**config.mk**
```make
export PLATFORM = sky130hd
export DESIGN_NAME = afe_ctrl_regs
export DESIGN_NICKNAME = d
export VERILOG_FILES = /design/src/hw/afe_pkg.sv /design/src/hw/afe_acc_if.sv /design/src/hw/afe_apb_dec.sv /design/src/hw/afe_gain_dec.sv /design/src/hw/afe_ctrl_regs.sv
export VERILOG_INCLUDE_DIRS = /design/src /design/src/hw
export SDC_FILE = /design/constraint.sdc
export NUM_CORES = 1
export LEC_CHECK = 0
export BUFFER_PORTS_ARGS = -buffer_cell sky130_fd_sc_hd__buf_4
export CAP_MARGIN = 20
export CORE_UTILIZATION = 52
export CTS_BUF_LIST = sky130_fd_sc_hd__clkbuf_4 sky130_fd_sc_hd__clkbuf_8
export DETAILED_ROUTE_END_ITERATION = 6
export MAX_ROUTING_LAYER = met4
export PLACE_DENSITY = 0.87
export SLEW_MARGIN = 20
export SYNTH_ARGS = -nofsm -noshare
export SYNTH_HDL_FRONTEND = slang
export SYNTH_SLANG_ARGS = --single-unit
```
**constraint.sdc**
```tcl
create_clock -name pclk -period 2.45 [get_ports pclk]
set_clock_uncertainty 0.15 [all_clocks]
set_input_delay 0.3675 -clock pclk [delete_from_list [all_inputs] [get_ports pclk]]
set_output_delay 0.3675 -clock pclk [all_outputs]
set_load 0.05 [all_outputs]
```
**src/hw/afe_cfg.svh**
```systemverilog
/*
 Register map constants for the analog front-end control registers:
 indices, reset values, writable masks, field positions and gain values.
 Assumes nothing; definitions only.
*/
`ifndef AFE_CFG_SVH
`define AFE_CFG_SVH
// Register indices; byte address is index shifted left by two
`define AFE_IDX_DROP_HI 8'h0F
`define AFE_IDX_DROP_LO 8'h10
`define AFE_IDX_THR_HI 8'h11
`define AFE_IDX_THR_LO 8'h12
`define AFE_IDX_GAIN 8'h13
`define AFE_IDX_PWR 8'h14
`define AFE_IDX_SHIFT 2
// Slot of each register in the decode vector
`define AFE_NUM_REGS 6
`define AFE_SLOT_DROP_HI 0
`define AFE_SLOT_DROP_LO 1
`define AFE_SLOT_THR_HI 2
`define AFE_SLOT_THR_LO 3
`define AFE_SLOT_GAIN 4
`define AFE_SLOT_PWR 5
// Reset values
`define AFE_RST_BYTE 8'h00
`define AFE_RST_GAIN 8'h50
`define AFE_RST_PWR 8'hCF
// Writable masks; reserved bits read zero
`define AFE_MASK_FULL 8'hFF
`define AFE_MASK_GAIN 8'hF0
`define AFE_MASK_PWR 8'hCF
// Field positions
`define AFE_GAIN_CUR_HI 7
`define AFE_GAIN_CUR_LO 6
`define AFE_GAIN_VOL_HI 5
`define AFE_GAIN_VOL_LO 4
`define AFE_PWR_CHOP_CUR 7
`define AFE_PWR_CHOP_VOL 6
`define AFE_PWR_AMP_CUR 3
`define AFE_PWR_MOD_CUR 2
`define AFE_PWR_AMP_VOL 1
`define AFE_PWR_MOD_VOL 0
// Amplifier gain values
`define AFE_GAIN_W 7
`define AFE_GAIN_X5 7'h05
`define AFE_GAIN_X25 7'h19
`define AFE_GAIN_X40 7'h28
`define AFE_GAIN_X100 7'h64
`endif

```
**src/hw/afe_pkg.sv**
```systemverilog
/*
 Types shared by the front-end control register files.
 Assumes afe_cfg.svh on the include path.
*/
`include "afe_cfg.svh"
package afe_pkg;
   // Amplifier gain codes
   typedef enum logic [1:0] {
      AFE_G5 = 2'h0,
      AFE_G25 = 2'h1,
      AFE_G40 = 2'h2,
      AFE_G100 = 2'h3
   } afe_gain_e;
   typedef logic [`AFE_NUM_REGS-1:0] afe_hit_t;
   typedef logic [`AFE_GAIN_W-1:0] afe_gval_t;
   // Register file state
   typedef struct packed {
      logic [7:0] drop_hi;
      logic [7:0] drop_lo;
      logic [7:0] thr_hi;
      logic [7:0] thr_lo;
      logic [7:0] gain;
      logic [7:0] pwr;
      logic [31:0] rdata;
      logic pwr_wr;
   } afe_regs_s;
   // Gain decoder state
   typedef struct packed {
      afe_gval_t gain;
   } afe_gdec_s;
endpackage

```
**src/hw/afe_acc_if.sv**
```systemverilog
/*
 Access interface between the register core and its address decoder.
 Assumes afe_pkg compiled first.
*/
`timescale 1ns/1ps
interface afe_acc_if #(parameter int ADDR_W = 8);
   import afe_pkg::*;
   logic [ADDR_W-1:0] paddr;
   logic psel;
   logic penable;
   logic pwrite;
   logic [3:0] pstrb;
   afe_hit_t hit;
   logic mapped;
   logic wr_en;
   logic rd_setup;
   modport dec (input paddr, psel, penable, pwrite, pstrb,
      output hit, mapped, wr_en, rd_setup);
   modport core (output paddr, psel, penable, pwrite, pstrb,
      input hit, mapped, wr_en, rd_setup);
endinterface

```
**src/hw/afe_apb_dec.sv**
```systemverilog
/*
 APB address decoder: one-hot register hit, write strobe, read setup.
 Assumes a zero-wait slave that always answers in the access phase.
*/
`timescale 1ns/1ps
`include "afe_cfg.svh"
module afe_apb_dec
   import afe_pkg::*;
#(
   parameter int ADDR_W = 8
) (
   afe_acc_if.dec acc
);
   localparam logic [7:0] IDX [`AFE_NUM_REGS] = '{`AFE_IDX_DROP_HI, `AFE_IDX_DROP_LO,
      `AFE_IDX_THR_HI, `AFE_IDX_THR_LO, `AFE_IDX_GAIN, `AFE_IDX_PWR};

   // Highest byte address must fit the address bus
   if (ADDR_W < 7) begin : g_chk
      $error("afe_apb_dec: ADDR_W too small");
   end

   // Per-register address compare
   for (genvar i = 0; i < `AFE_NUM_REGS; i++) begin : g_hit
      assign acc.hit[i] = acc.paddr == (ADDR_W'(IDX[i]) << `AFE_IDX_SHIFT);
   end

   // Strobes; a write needs the low byte lane
   assign acc.mapped = |acc.hit;
   assign acc.wr_en = acc.psel & acc.penable & acc.pwrite & acc.mapped & acc.pstrb[0];
   assign acc.rd_setup = acc.psel & ~acc.penable & ~acc.pwrite;
endmodule

```
**src/hw/afe_gain_dec.sv**
```systemverilog
/*
 Registered decode of a two-bit amplifier gain code to its gain value.
 Assumes code comes from a register on the same clock.
*/
`timescale 1ns/1ps
`include "afe_cfg.svh"
module afe_gain_dec
   import afe_pkg::*;
(
   input wire logic pclk,
   input wire logic presetn,
   input wire logic [1:0] code,
   output afe_gval_t gain
);
   afe_gdec_s s_r;
   afe_gdec_s s_nxt;

   // Code to gain lookup
   always_comb begin
      s_nxt = s_r;
      case (afe_gain_e'(code))
         AFE_G5: s_nxt.gain = `AFE_GAIN_X5;
         AFE_G25: s_nxt.gain = `AFE_GAIN_X25;
         AFE_G40: s_nxt.gain = `AFE_GAIN_X40;
         AFE_G100: s_nxt.gain = `AFE_GAIN_X100;
         default: s_nxt.gain = `AFE_GAIN_X25;
      endcase
   end

   // State register; reset value matches the default code
   always_ff @(posedge pclk or negedge presetn) begin
      if (!presetn) begin
         s_r.gain <= `AFE_GAIN_X25;
      end else begin
         s_r <= s_nxt;
      end
   end

   assign gain = s_r.gain;
endmodule

```
**src/hw/afe_ctrl_regs.sv**
```systemverilog
/*
 Analog front-end control register bank on an APB slave: sample drop
 interval and current threshold for threshold-triggered normal mode,
 amplifier gains and analog power enables of both channels.
 Assumes a single clock pclk, an APB master on the same clock, and the
 acquisition datapath reading the outputs below.
*/
// Summary of operation
// - Hold 16-bit sample drop count, high byte then low byte at next address.
// - Hold 16-bit normal-mode current threshold, high byte then low byte.
// - Bits 5:4 pick voltage gain with the same codes, reset code 01.
// - Power bit 7 passes the current channel chopper clock when set.
// - Power bit 6 passes the voltage channel chopper clock when set.
// - Power bit 3 enables the current channel amplifier.
// - Power bit 2 enables the current channel modulator.
// - Power bit 1 enables the voltage channel amplifier.
// - Power bit 0 enables the voltage channel modulator.
// - Reset loads power register with all enables set, reserved bits clear.
`timescale 1ns/1ps
`include "afe_cfg.svh"
module afe_ctrl_regs
   import afe_pkg::*;
#(
   parameter int ADDR_W = 8
) (
   input wire logic pclk,
   input wire logic presetn,
   input wire logic [ADDR_W-1:0] paddr,
   input wire logic psel,
   input wire logic penable,
   input wire logic pwrite,
   input wire logic [31:0] pwdata,
   input wire logic [3:0] pstrb,
   output logic [31:0] prdata,
   output logic pready,
   output logic pslverr,
   output logic [15:0] sample_drop_interval,
   output logic [15:0] normal_current_threshold,
   output logic [1:0] gain_code_cur,
   output logic [1:0] gain_code_vol,
   output afe_gval_t gain_value_cur,
   output afe_gval_t gain_value_vol,
   output logic chop_clk_en_cur,
   output logic chop_clk_en_vol,
   output logic amp_en_cur,
   output logic mod_en_cur,
   output logic amp_en_vol,
   output logic mod_en_vol
);

   //****************************************************************
   // Declarations
   //****************************************************************
   afe_regs_s s_r;
   afe_regs_s s_nxt;
   logic [7:0] reg_arr [`AFE_NUM_REGS];
   logic [7:0] rd_byte;
   logic [1:0] ch_code [2];
   afe_gval_t ch_gain [2];

   afe_acc_if #(.ADDR_W(ADDR_W)) acc ();

   // Elaboration check on the address width
   if (ADDR_W < 7 || ADDR_W > 32) begin : g_chk
      $error("afe_ctrl_regs: ADDR_W out of range");
   end

   //****************************************************************
   // Bus decode
   //****************************************************************
   // Request side of the access interface
   assign acc.paddr = paddr;
   assign acc.psel = psel;
   assign acc.penable = penable;
   assign acc.pwrite = pwrite;
   assign acc.pstrb = pstrb;

   afe_apb_dec #(.ADDR_W(ADDR_W)) u_dec (
      .acc(acc)
   );

   // Zero-wait slave; unmapped access answers with an error
   assign pready = 1'b1;
   assign pslverr = psel & penable & ~acc.mapped;

   //****************************************************************
   // Read mux
   //****************************************************************
   // Register image in decode-slot order
   assign reg_arr[`AFE_SLOT_DROP_HI] = s_r.drop_hi;
   assign reg_arr[`AFE_SLOT_DROP_LO] = s_r.drop_lo;
   assign reg_arr[`AFE_SLOT_THR_HI] = s_r.thr_hi;
   assign reg_arr[`AFE_SLOT_THR_LO] = s_r.thr_lo;
   assign reg_arr[`AFE_SLOT_GAIN] = s_r.gain;
   assign reg_arr[`AFE_SLOT_PWR] = s_r.pwr;

   // One-hot select; unmapped reads give zero
   always_comb begin
      rd_byte = `AFE_RST_BYTE;
      for (int i = 0; i < `AFE_NUM_REGS; i++) begin
         if (acc.hit[i]) begin
            rd_byte = rd_byte | reg_arr[i];
         end
      end
   end

   //****************************************************************
   // Next state
   //****************************************************************
   // Writes land at the access edge, read data is taken in setup
   always_comb begin
      s_nxt = s_r;
      if (acc.wr_en) begin
         if (acc.hit[`AFE_SLOT_DROP_HI]) begin
            s_nxt.drop_hi = pwdata[7:0] & `AFE_MASK_FULL;
         end
         if (acc.hit[`AFE_SLOT_DROP_LO]) begin
            s_nxt.drop_lo = pwdata[7:0] & `AFE_MASK_FULL;
         end
         if (acc.hit[`AFE_SLOT_THR_HI]) begin
            s_nxt.thr_hi = pwdata[7:0] & `AFE_MASK_FULL;
         end
         if (acc.hit[`AFE_SLOT_THR_LO]) begin
            s_nxt.thr_lo = pwdata[7:0] & `AFE_MASK_FULL;
         end
         if (acc.hit[`AFE_SLOT_GAIN]) begin
            s_nxt.gain = pwdata[7:0] & `AFE_MASK_GAIN;
         end
         if (acc.hit[`AFE_SLOT_PWR]) begin
            s_nxt.pwr = pwdata[7:0] & `AFE_MASK_PWR;
            s_nxt.pwr_wr = 1'b1;
         end
      end
      if (acc.rd_setup) begin
         s_nxt.rdata = 32'(rd_byte);
      end
   end

   //****************************************************************
   // State register
   //****************************************************************
   // Power-on values; reserved bits start clear
   always_ff @(posedge pclk or negedge presetn) begin
      if (!presetn) begin
         s_r.drop_hi <= `AFE_RST_BYTE;
         s_r.drop_lo <= `AFE_RST_BYTE;
         s_r.thr_hi <= `AFE_RST_BYTE;
         s_r.thr_lo <= `AFE_RST_BYTE;
         s_r.gain <= `AFE_RST_GAIN;
         s_r.pwr <= `AFE_RST_PWR;
         s_r.rdata <= 32'h00000000;
         s_r.pwr_wr <= 1'b0;
      end else begin
         s_r <= s_nxt;
      end
   end

   //****************************************************************
   // Outputs
   //****************************************************************
   assign prdata = s_r.rdata;

   // Sixteen-bit settings, high byte first in the map
   assign sample_drop_interval = {s_r.drop_hi, s_r.drop_lo};
   assign normal_current_threshold = {s_r.thr_hi, s_r.thr_lo};

   // Gain codes
   assign gain_code_cur = s_r.gain[`AFE_GAIN_CUR_HI:`AFE_GAIN_CUR_LO];
   assign gain_code_vol = s_r.gain[`AFE_GAIN_VOL_HI:`AFE_GAIN_VOL_LO];
   assign ch_code[0] = gain_code_cur;
   assign ch_code[1] = gain_code_vol;

   // One gain decoder per channel
   for (genvar c = 0; c < 2; c++) begin : g_ch
      afe_gain_dec u_gain (
         .pclk(pclk),
         .presetn(presetn),
         .code(ch_code[c]),
         .gain(ch_gain[c])
      );
   end
   assign gain_value_cur = ch_gain[0];
   assign gain_value_vol = ch_gain[1];

   // Analog power and chopper clock enables
   assign chop_clk_en_cur = s_r.pwr[`AFE_PWR_CHOP_CUR];
   assign chop_clk_en_vol = s_r.pwr[`AFE_PWR_CHOP_VOL];
   assign amp_en_cur = s_r.pwr[`AFE_PWR_AMP_CUR];
   assign mod_en_cur = s_r.pwr[`AFE_PWR_MOD_CUR];
   assign amp_en_vol = s_r.pwr[`AFE_PWR_AMP_VOL];
   assign mod_en_vol = s_r.pwr[`AFE_PWR_MOD_VOL];
endmodule

```
==> impl_metrics.csv, run 1 <==
group,metric,value,unit
yosys,async_reset_ff_share,100,%
floorplan,io_pins,139,
power,pwr-share-seq,47.4,%
floorplan,initial_core_util,54.7,%
clocking,cts-resized-gates,0,
critical_path,required,1.93,ns
critical_path,slowest_stage,"nor3b_1",
clocking,cts_buffers,9,
timing,min_period,2.22,ns
final_layout,final_cells,409,
final_layout,final_common_cell,"buf_4",
timing,slew_headroom,48.5,%
power,intPower,1580,µW
drt,ant_nets,0,
global_route,grt_util_met1,31.7,%
critical_path,critPathMaxFanout,4,
floorplan,chipWidth,78.8,µm
power,finalPower,2260,µW
drt,drtIter0Drc,170,
yosys,synth_warnings,0,
final_layout,drive_above_1_share,53.7,%
yosys,ys.flop_type,"dfrtp_1",
timing,slew_violations,0,
yosys,synth_seq_area_share,51.1,%
clocking,cts_root_buf,"clkbuf_8",
critical_path,endpoint_kind,"primary output",
timing,setup_viol,0,
final_layout,fill_cells,391,
drt,drc,0,
timing,rsz0062_at_grt,"no",
final_layout,fin_nets,389,
clocking,ctsHtreeMaxLevel,3,
final_layout,seq_area,1570,µm²
drt,wl_per_cell,17.3,µm
timing,max_freq,451,MHz
yosys,synthesis.instances,241,
floorplan,die-area,6210,µm²
critical_path,arrival,1.70,ns
timing,fin_tns_setup,0,ns
critical_path,crit_buf_inv,2,
global_route,antenna_found_initial,0,
place,routabilityCongestion,0.850,
floorplan,dieHeight,78.8,µm
timing,worst_pin_slew,0.773,ns
critical_path,critPathKind,"primary input to primary output",
drt,routed_wl,7.07,mm
timing,hold_viol,0,
clocking,clock_sinks,62,
final_layout,multiInputGateArea,1340,µm²
floorplan,rows,27,
global_route,first_global_vias,2140,
clocking,clk_pin_slew_worst_paths,0.07,ns
power,p_sw_share,30.1,%
critical_path,cp_top_family,"simple AND/OR/NAND/NOR gates",
clocking,clk_latency,0.34,ns
place,placed_cells,392,
power,powerDensity,583,nW/µm²
yosys,avgSynthCellArea,12.7,µm²
global_route,gr-usage-all-layers,25.1,%
global_route,busiest_layer,"met2",
global_route,gr-usage-met2,39.1,%
critical_path,cpPeakStageDelay,0.43,ns
floorplan,design.core.area,5610,µm²
critical_path,cp_common_cell,"buf_4",
drt,via_count,2188,
clocking,cts_tree,"yes",
global_route,grt_pass1_wl,11.2,mm
timing,fin_crit_sh,90.5,%
drt,drt-pass1-iter-count,4,
global_route,use_met3,6.44,%
power,p_switching,679,µW
global_route,grt_max_degree,63,
flow_run,drv_cap,0,
final_layout,antennaDiodeCount,0,
yosys,synth-edff-count,0,
yosys,netlist-cell-type-count,44,
power,p_clk_share,36.4,%
power,peakVddDrop,0.000504,V
final_layout,layout_common_cells,"buf_4 (89), dfrtp_1 (48), mux2_2 (43)",
power,power_frac_comb,16.2,%
power,leakage,0.00193,µW
yosys,ys_seq_elements,62,
global_route,grt.overflow.total,0,
critical_path,crit_path_cell_trace,"buf_4 > nor3b_1 > nand2_1 > a211oi_1 > nor4b_4 > buf_4",
timing,whs,0.136,ns
place,port_buffers,84,
outcome,outcome,"finished, final reports clean",
critical_path,crit_path_start_kind,"primary input",
final_layout,post-route-util,69.1,%
yosys,netlist_area,3070,µm²
final_layout,area_delta_synth_final,26.4,%
clocking,clk_path_buf_depth,2,
place,hpwl,4.86,mm
worst_hold_path,hp-class,"primary input to flop",
drt,vias_per_cell,5.35,
## cell usage after synthesis (2+ instances only)
cell type / n / area [µm²]
mux2_2: 43 / 484
or2_2: 3 / 18.8
inv_1: 7 / 26.3
and4_1: 2 / 17.5
nor3b_1: 3 / 22.5
nand2_2: 2 / 12.5
nand3_2: 2 / 20.0
buf_4: 29 / 218
nor2_1: 9 / 33.8
clkbuf_1: 2 / 7.51
nand2_1: 4 / 15.0
nand3b_1: 5 / 37.5
o21ai_0: 2 / 10.0
dfstp_2: 14 / 368
nor2_4: 2 / 22.5
buf_2: 4 / 20.0
dfrtp_1: 48 / 1200
nor3b_2: 2 / 25.0
conb_1: 2 / 7.51
and3_1: 3 / 18.8
and2_1: 3 / 18.8
nand3_1: 3 / 15.0
mux2i_1: 3 / 30.0
a31oi_1: 4 / 25.0
nand4_1: 3 / 18.8
ha_1: 8 / 100
a21oi_1: 6 / 30.0
a32oi_1: 5 / 43.8
mux4_2: 3 / 67.6
## power groups by stage
stage	sequential, µW	combinational (µW)	clock [µW]
6_report	1070	366	823
5_1_grt	1070	386	877
4_1_cts	1070	367	827
3_5_place_dp	1090	365	0
3_3_place_gp	1090	361	0
2_1_floorplan	1180	186	0
## path summary, 6_finish.rpt
kind | depth (start not counted) | startpoint | slack, ns | endpoint
worst max-delay path | 6 | paddr[5] | 0.23 | pslverr
worst min-delay path | 2 | pwdata[0] | 0.14 | normal_current_threshold[0]
worst max register to register | 4 | normal_current_threshold[6] | 0.81 | prdata[6]
worst min register to register | 1 | prdata[1] | 0.36 | prdata[1]
max in group asynchronous | 2 | presetn | 1.15 | normal_current_threshold[11]
min in group asynchronous | 2 | presetn | 0.50 | g_ch[1].u_gain.gain[5]
## metal layers
layer	part of all wire, %	routed length [µm]
met4	1.8	125
met1	41	2940
met5	0	0
met3	6.9	485
met2	50	3530
## final cells by class
| cell class | count | share of cell area (%) |
|---|---|---|
| clock buffers | 14 | 4.32 |
| clock inverters | 2 | 0.258 |
| inverters | 7 | 0.678 |
| multi-input cells | 162 | 34.5 |
| flip-flops and latches | 62 | 40.5 |
| well taps | 72 | 2.32 |
| repair buffers | 90 | 17.5 |
## logic make-up (layout without fill, tap and decap cells)
logic type / count (synthesis) / after routing / share of synthesized area, %
multiplexers: 49 / 49 / 19.0
buffers and inverters: 42 / 113 / 8.85
AND/OR/NAND/NOR: 54 / 54 / 12.2
flip-flops: 62 / 62 / 51.1
other: 2 / 27 / 0.245
AO/OA/AOI/OAI: 24 / 24 / 5.38
adder cells (fa/ha/maj): 8 / 8 / 3.26
## sequential cells by signal, indices dropped and copies added (netlist names)
name / cells
normal_current_threshold: 16
sample_drop_interval: 16
g_ch.u_gain.gain: 12
prdata: 8
gain_code_cur: 2
gain_code_vol: 2
amp_en_cur: 1
amp_en_vol: 1
chop_clk_en_cur: 1
chop_clk_en_vol: 1
mod_en_cur: 1
mod_en_vol: 1
## timing repair
item                      4_1_cts  5_1_grt
buffers inserted                0        0
hold endpoints to repair       48        0
hold buffers                    1        0
## per-stage QoR
stage | worst slack, ns | cell area, µm²
4_1_cts | 0.223 | 3880
5_1_grt | 0.138 | 3880
3_3_place_gp | 0.310 | 3690
3_5_place_dp | 0.246 | 3690
6_report | 0.232 | 3880
2_1_floorplan | 0.236 | 3180
## worst register-to-register path, stage by stage, from the launching register on
cell	delay, ns
dfrtp_1	0.40
mux4_2	0.45
and3_1	0.19
a221oi_1	0.23
a21oi_1	0.10
No activity file was read; power rests on OpenSTA's default activity.
==> inputs of run 2 (changes only) <==
--- a/config.mk
+++ b/config.mk
@@ -11,8 +11,10 @@
 export CORE_UTILIZATION = 52
 export CTS_BUF_LIST = sky130_fd_sc_hd__clkbuf_4 sky130_fd_sc_hd__clkbuf_8
 export DETAILED_ROUTE_END_ITERATION = 6
+export GPL_TIMING_DRIVEN = 0
 export MAX_ROUTING_LAYER = met4
 export PLACE_DENSITY = 0.87
+export RECOVER_POWER = 50
 export SLEW_MARGIN = 20
 export SYNTH_ARGS = -nofsm -noshare
 export SYNTH_HDL_FRONTEND = slang
==> run 2 against run 1 <==
Worst hold slack better by 0.0015 ns. Die area unchanged. Clock-buffer cell count down 5. Routed wire length up 3.7%. Clock power up 18%. Global-route usage up 0.59 points. Worst setup slack worse by 0.069 ns. Non-clock buffer count up 29. First-iteration DRC count up 21%. Via count up 5.6%. Final area up 2.5%. Sequential power about the same. Critical path type unchanged. Critical endpoint unchanged.
==> impl_metrics.csv, run 2 (synthesized netlist as in run 1, its figures left out) <==
group,metric,value,unit
drt,routed_wl,7.34,mm
final_layout,seq_area,1570,µm²
floorplan,design.core.area,5610,µm²
drt,drtIter0Drc,205,
clocking,clk_latency,0.35,ns
final_layout,antennaDiodeCount,0,
global_route,gr-usage-all-layers,25.7,%
clocking,cts_setup_buffers,0,
flow_run,drv_cap,0,
timing,fin_tns_setup,0,ns
final_layout,post-route-util,70.8,%
drt,via_count,2310,
clocking,clk_path_buf_depth,2,
timing,max_freq,437,MHz
worst_hold_path,hp-class,"primary input to flop",
global_route,grt.overflow.total,0,
final_layout,final_cells,438,
clocking,cts_root_buf,"clkbuf_8",
final_layout,fin_nets,418,
final_layout,multiInputGateArea,1340,µm²
power,p_clk_share,40.1,%
final_layout,drive_above_1_share,46.2,%
drt,ant_nets,0,
power,pwr-share-seq,44.0,%
critical_path,critPathMaxFanout,10,
floorplan,dieHeight,78.8,µm
power,powerDensity,611,nW/µm²
timing,worst_pin_slew,1.48,ns
drt,drt-pass1-iter-count,4,
floorplan,io_pins,139,
critical_path,endpoint_kind,"primary output",
clocking,cts_tree,"yes",
final_layout,area_delta_synth_final,29.5,%
timing,hold_viol,0,
floorplan,rows,27,
power,peakVddDrop,0.000366,V
critical_path,required,1.93,ns
place,hpwl,5.19,mm
floorplan,die-area,6210,µm²
timing,setup_viol,0,
power,leakage,0.00194,µW
power,p_sw_share,29.2,%
clocking,clock_sinks,62,
timing,min_period,2.29,ns
critical_path,arrival,1.77,ns
clocking,clk_pin_slew_worst_paths,0.07,ns
final_layout,layout_common_cells,"buf_4 (73), dfrtp_1 (48), mux2_2 (43)",
global_route,grt_pass1_wl,11.6,mm
final_layout,fill_cells,443,
clocking,cts_buffers,9,
timing,fin_crit_sh,93.3,%
floorplan,chipWidth,78.8,µm
place,placed_cells,421,
place,port_buffers,83,
global_route,antenna_found_initial,0,
drt,wl_per_cell,16.7,µm
place,routabilityCongestion,0.892,
timing,rsz0062_at_grt,"no",
drt,drc,0,
drt,vias_per_cell,5.27,
final_layout,final_common_cell,"buf_4",
power,power_frac_comb,15.9,%
critical_path,critPathKind,"primary input to primary output",
critical_path,crit_path_start_kind,"primary input",
global_route,grt_max_degree,63,
timing,slew_violations,0,
power,intPower,1720,µW
outcome,outcome,"finished, final reports clean",
timing,slew_headroom,1.42,%
critical_path,r2r_slack,0.76,ns
floorplan,initial_core_util,54.7,%
global_route,first_global_vias,2317,
power,p_switching,709,µW
clocking,ctsHtreeMaxLevel,3,
[run 2: cell count changes in the layout (fill, tap and decap cells not counted), moves of 2 or more]
cell,before,now
clkinv_2,2,4
bufinv_16,0,2
buf_4,89,73
buf_2,0,4
clkbuf_4,4,0
dfstp_2,14,12
clkbuf_1,0,40
dfstp_1,0,2
[run 2: power groups by stage]
stage,logic (µW),clock network [µW],registers (µW)
finish,385,974,1070
global route,406,1030,1070
CTS,402,976,1070
detailed placement,400,0,1090
global placement,394,0,1090
floorplan,186,0,1180
[run 2: what timing repair did]
action,CTS,global route
endpoints found under the setup margin,0,1
hold buffers,1,0
hold endpoints to repair,48,0
gates resized for setup,0,1
[run 2: layout make-up]
| type | instances | share of cell area, % |
|---|---|---|
| Tap cell | 72 | 2.27 |
| Inverter | 7 | 0.661 |
| Clock buffer | 9 | 3.12 |
| Timing Repair Buffer | 84 | 12.3 |
| Sequential cell | 62 | 39.5 |
| Multi-Input combinational cell | 162 | 33.8 |
| Clock inverter | 7 | 2.24 |
| Buffer | 35 | 6.17 |
[run 2: worst max-delay path, stage by stage]
cell and delay (ns):
buf_4 0.12, nor3b_1 0.28, buf_2 0.29, nand2_1 0.10, a211oi_2 0.33, nor4b_4 0.08, buf_4 0.20
[run 2: path summary, 6_finish.rpt]
check	startpoint	endpoint	depth (start not counted)
max in group asynchronous	presetn	normal_current_threshold[11]	2
min	pwdata[5]	normal_current_threshold[13]	2
max	paddr[5]	pslverr	7
max reg2reg	gain_code_cur[0]	prdata[6]	4
min in group asynchronous	presetn	g_ch[1].u_gain.gain[2]	2
min reg2reg	prdata[1]	prdata[1]	1
[run 2: layer usage]
| metal | vias to the layer above | global-route usage [%] | wire, µm |
|---|---|---|---|
| met5 | - | - | 0 |
| met4 | 0 | 12.0 | 179 |
| met3 | 14 | 4.14 | 481 |
| met2 | 102 | 41.9 | 3750 |
| met1 | 1151 | 31.7 | 2920 |
| li1 | 1043 | - | - |
[run 2: through the flow]
| stage | total power (µW) | cell area [µm²] | setup WS [ns] | hold slack [ns] |
|---|---|---|---|---|
| floorplan | 1360 | 3180 | 0.236 | -0.0781 |
| global route | 2500 | 3970 | 0.110 | 0.147 |
| detailed placement | 1490 | 3890 | 0.101 | 0.339 |
| finish | 2430 | 3970 | 0.164 | 0.138 |
| global placement | 1480 | 3890 | 0.143 | 0.328 |
| CTS | 2450 | 4110 | 0.0635 | 0.139 |
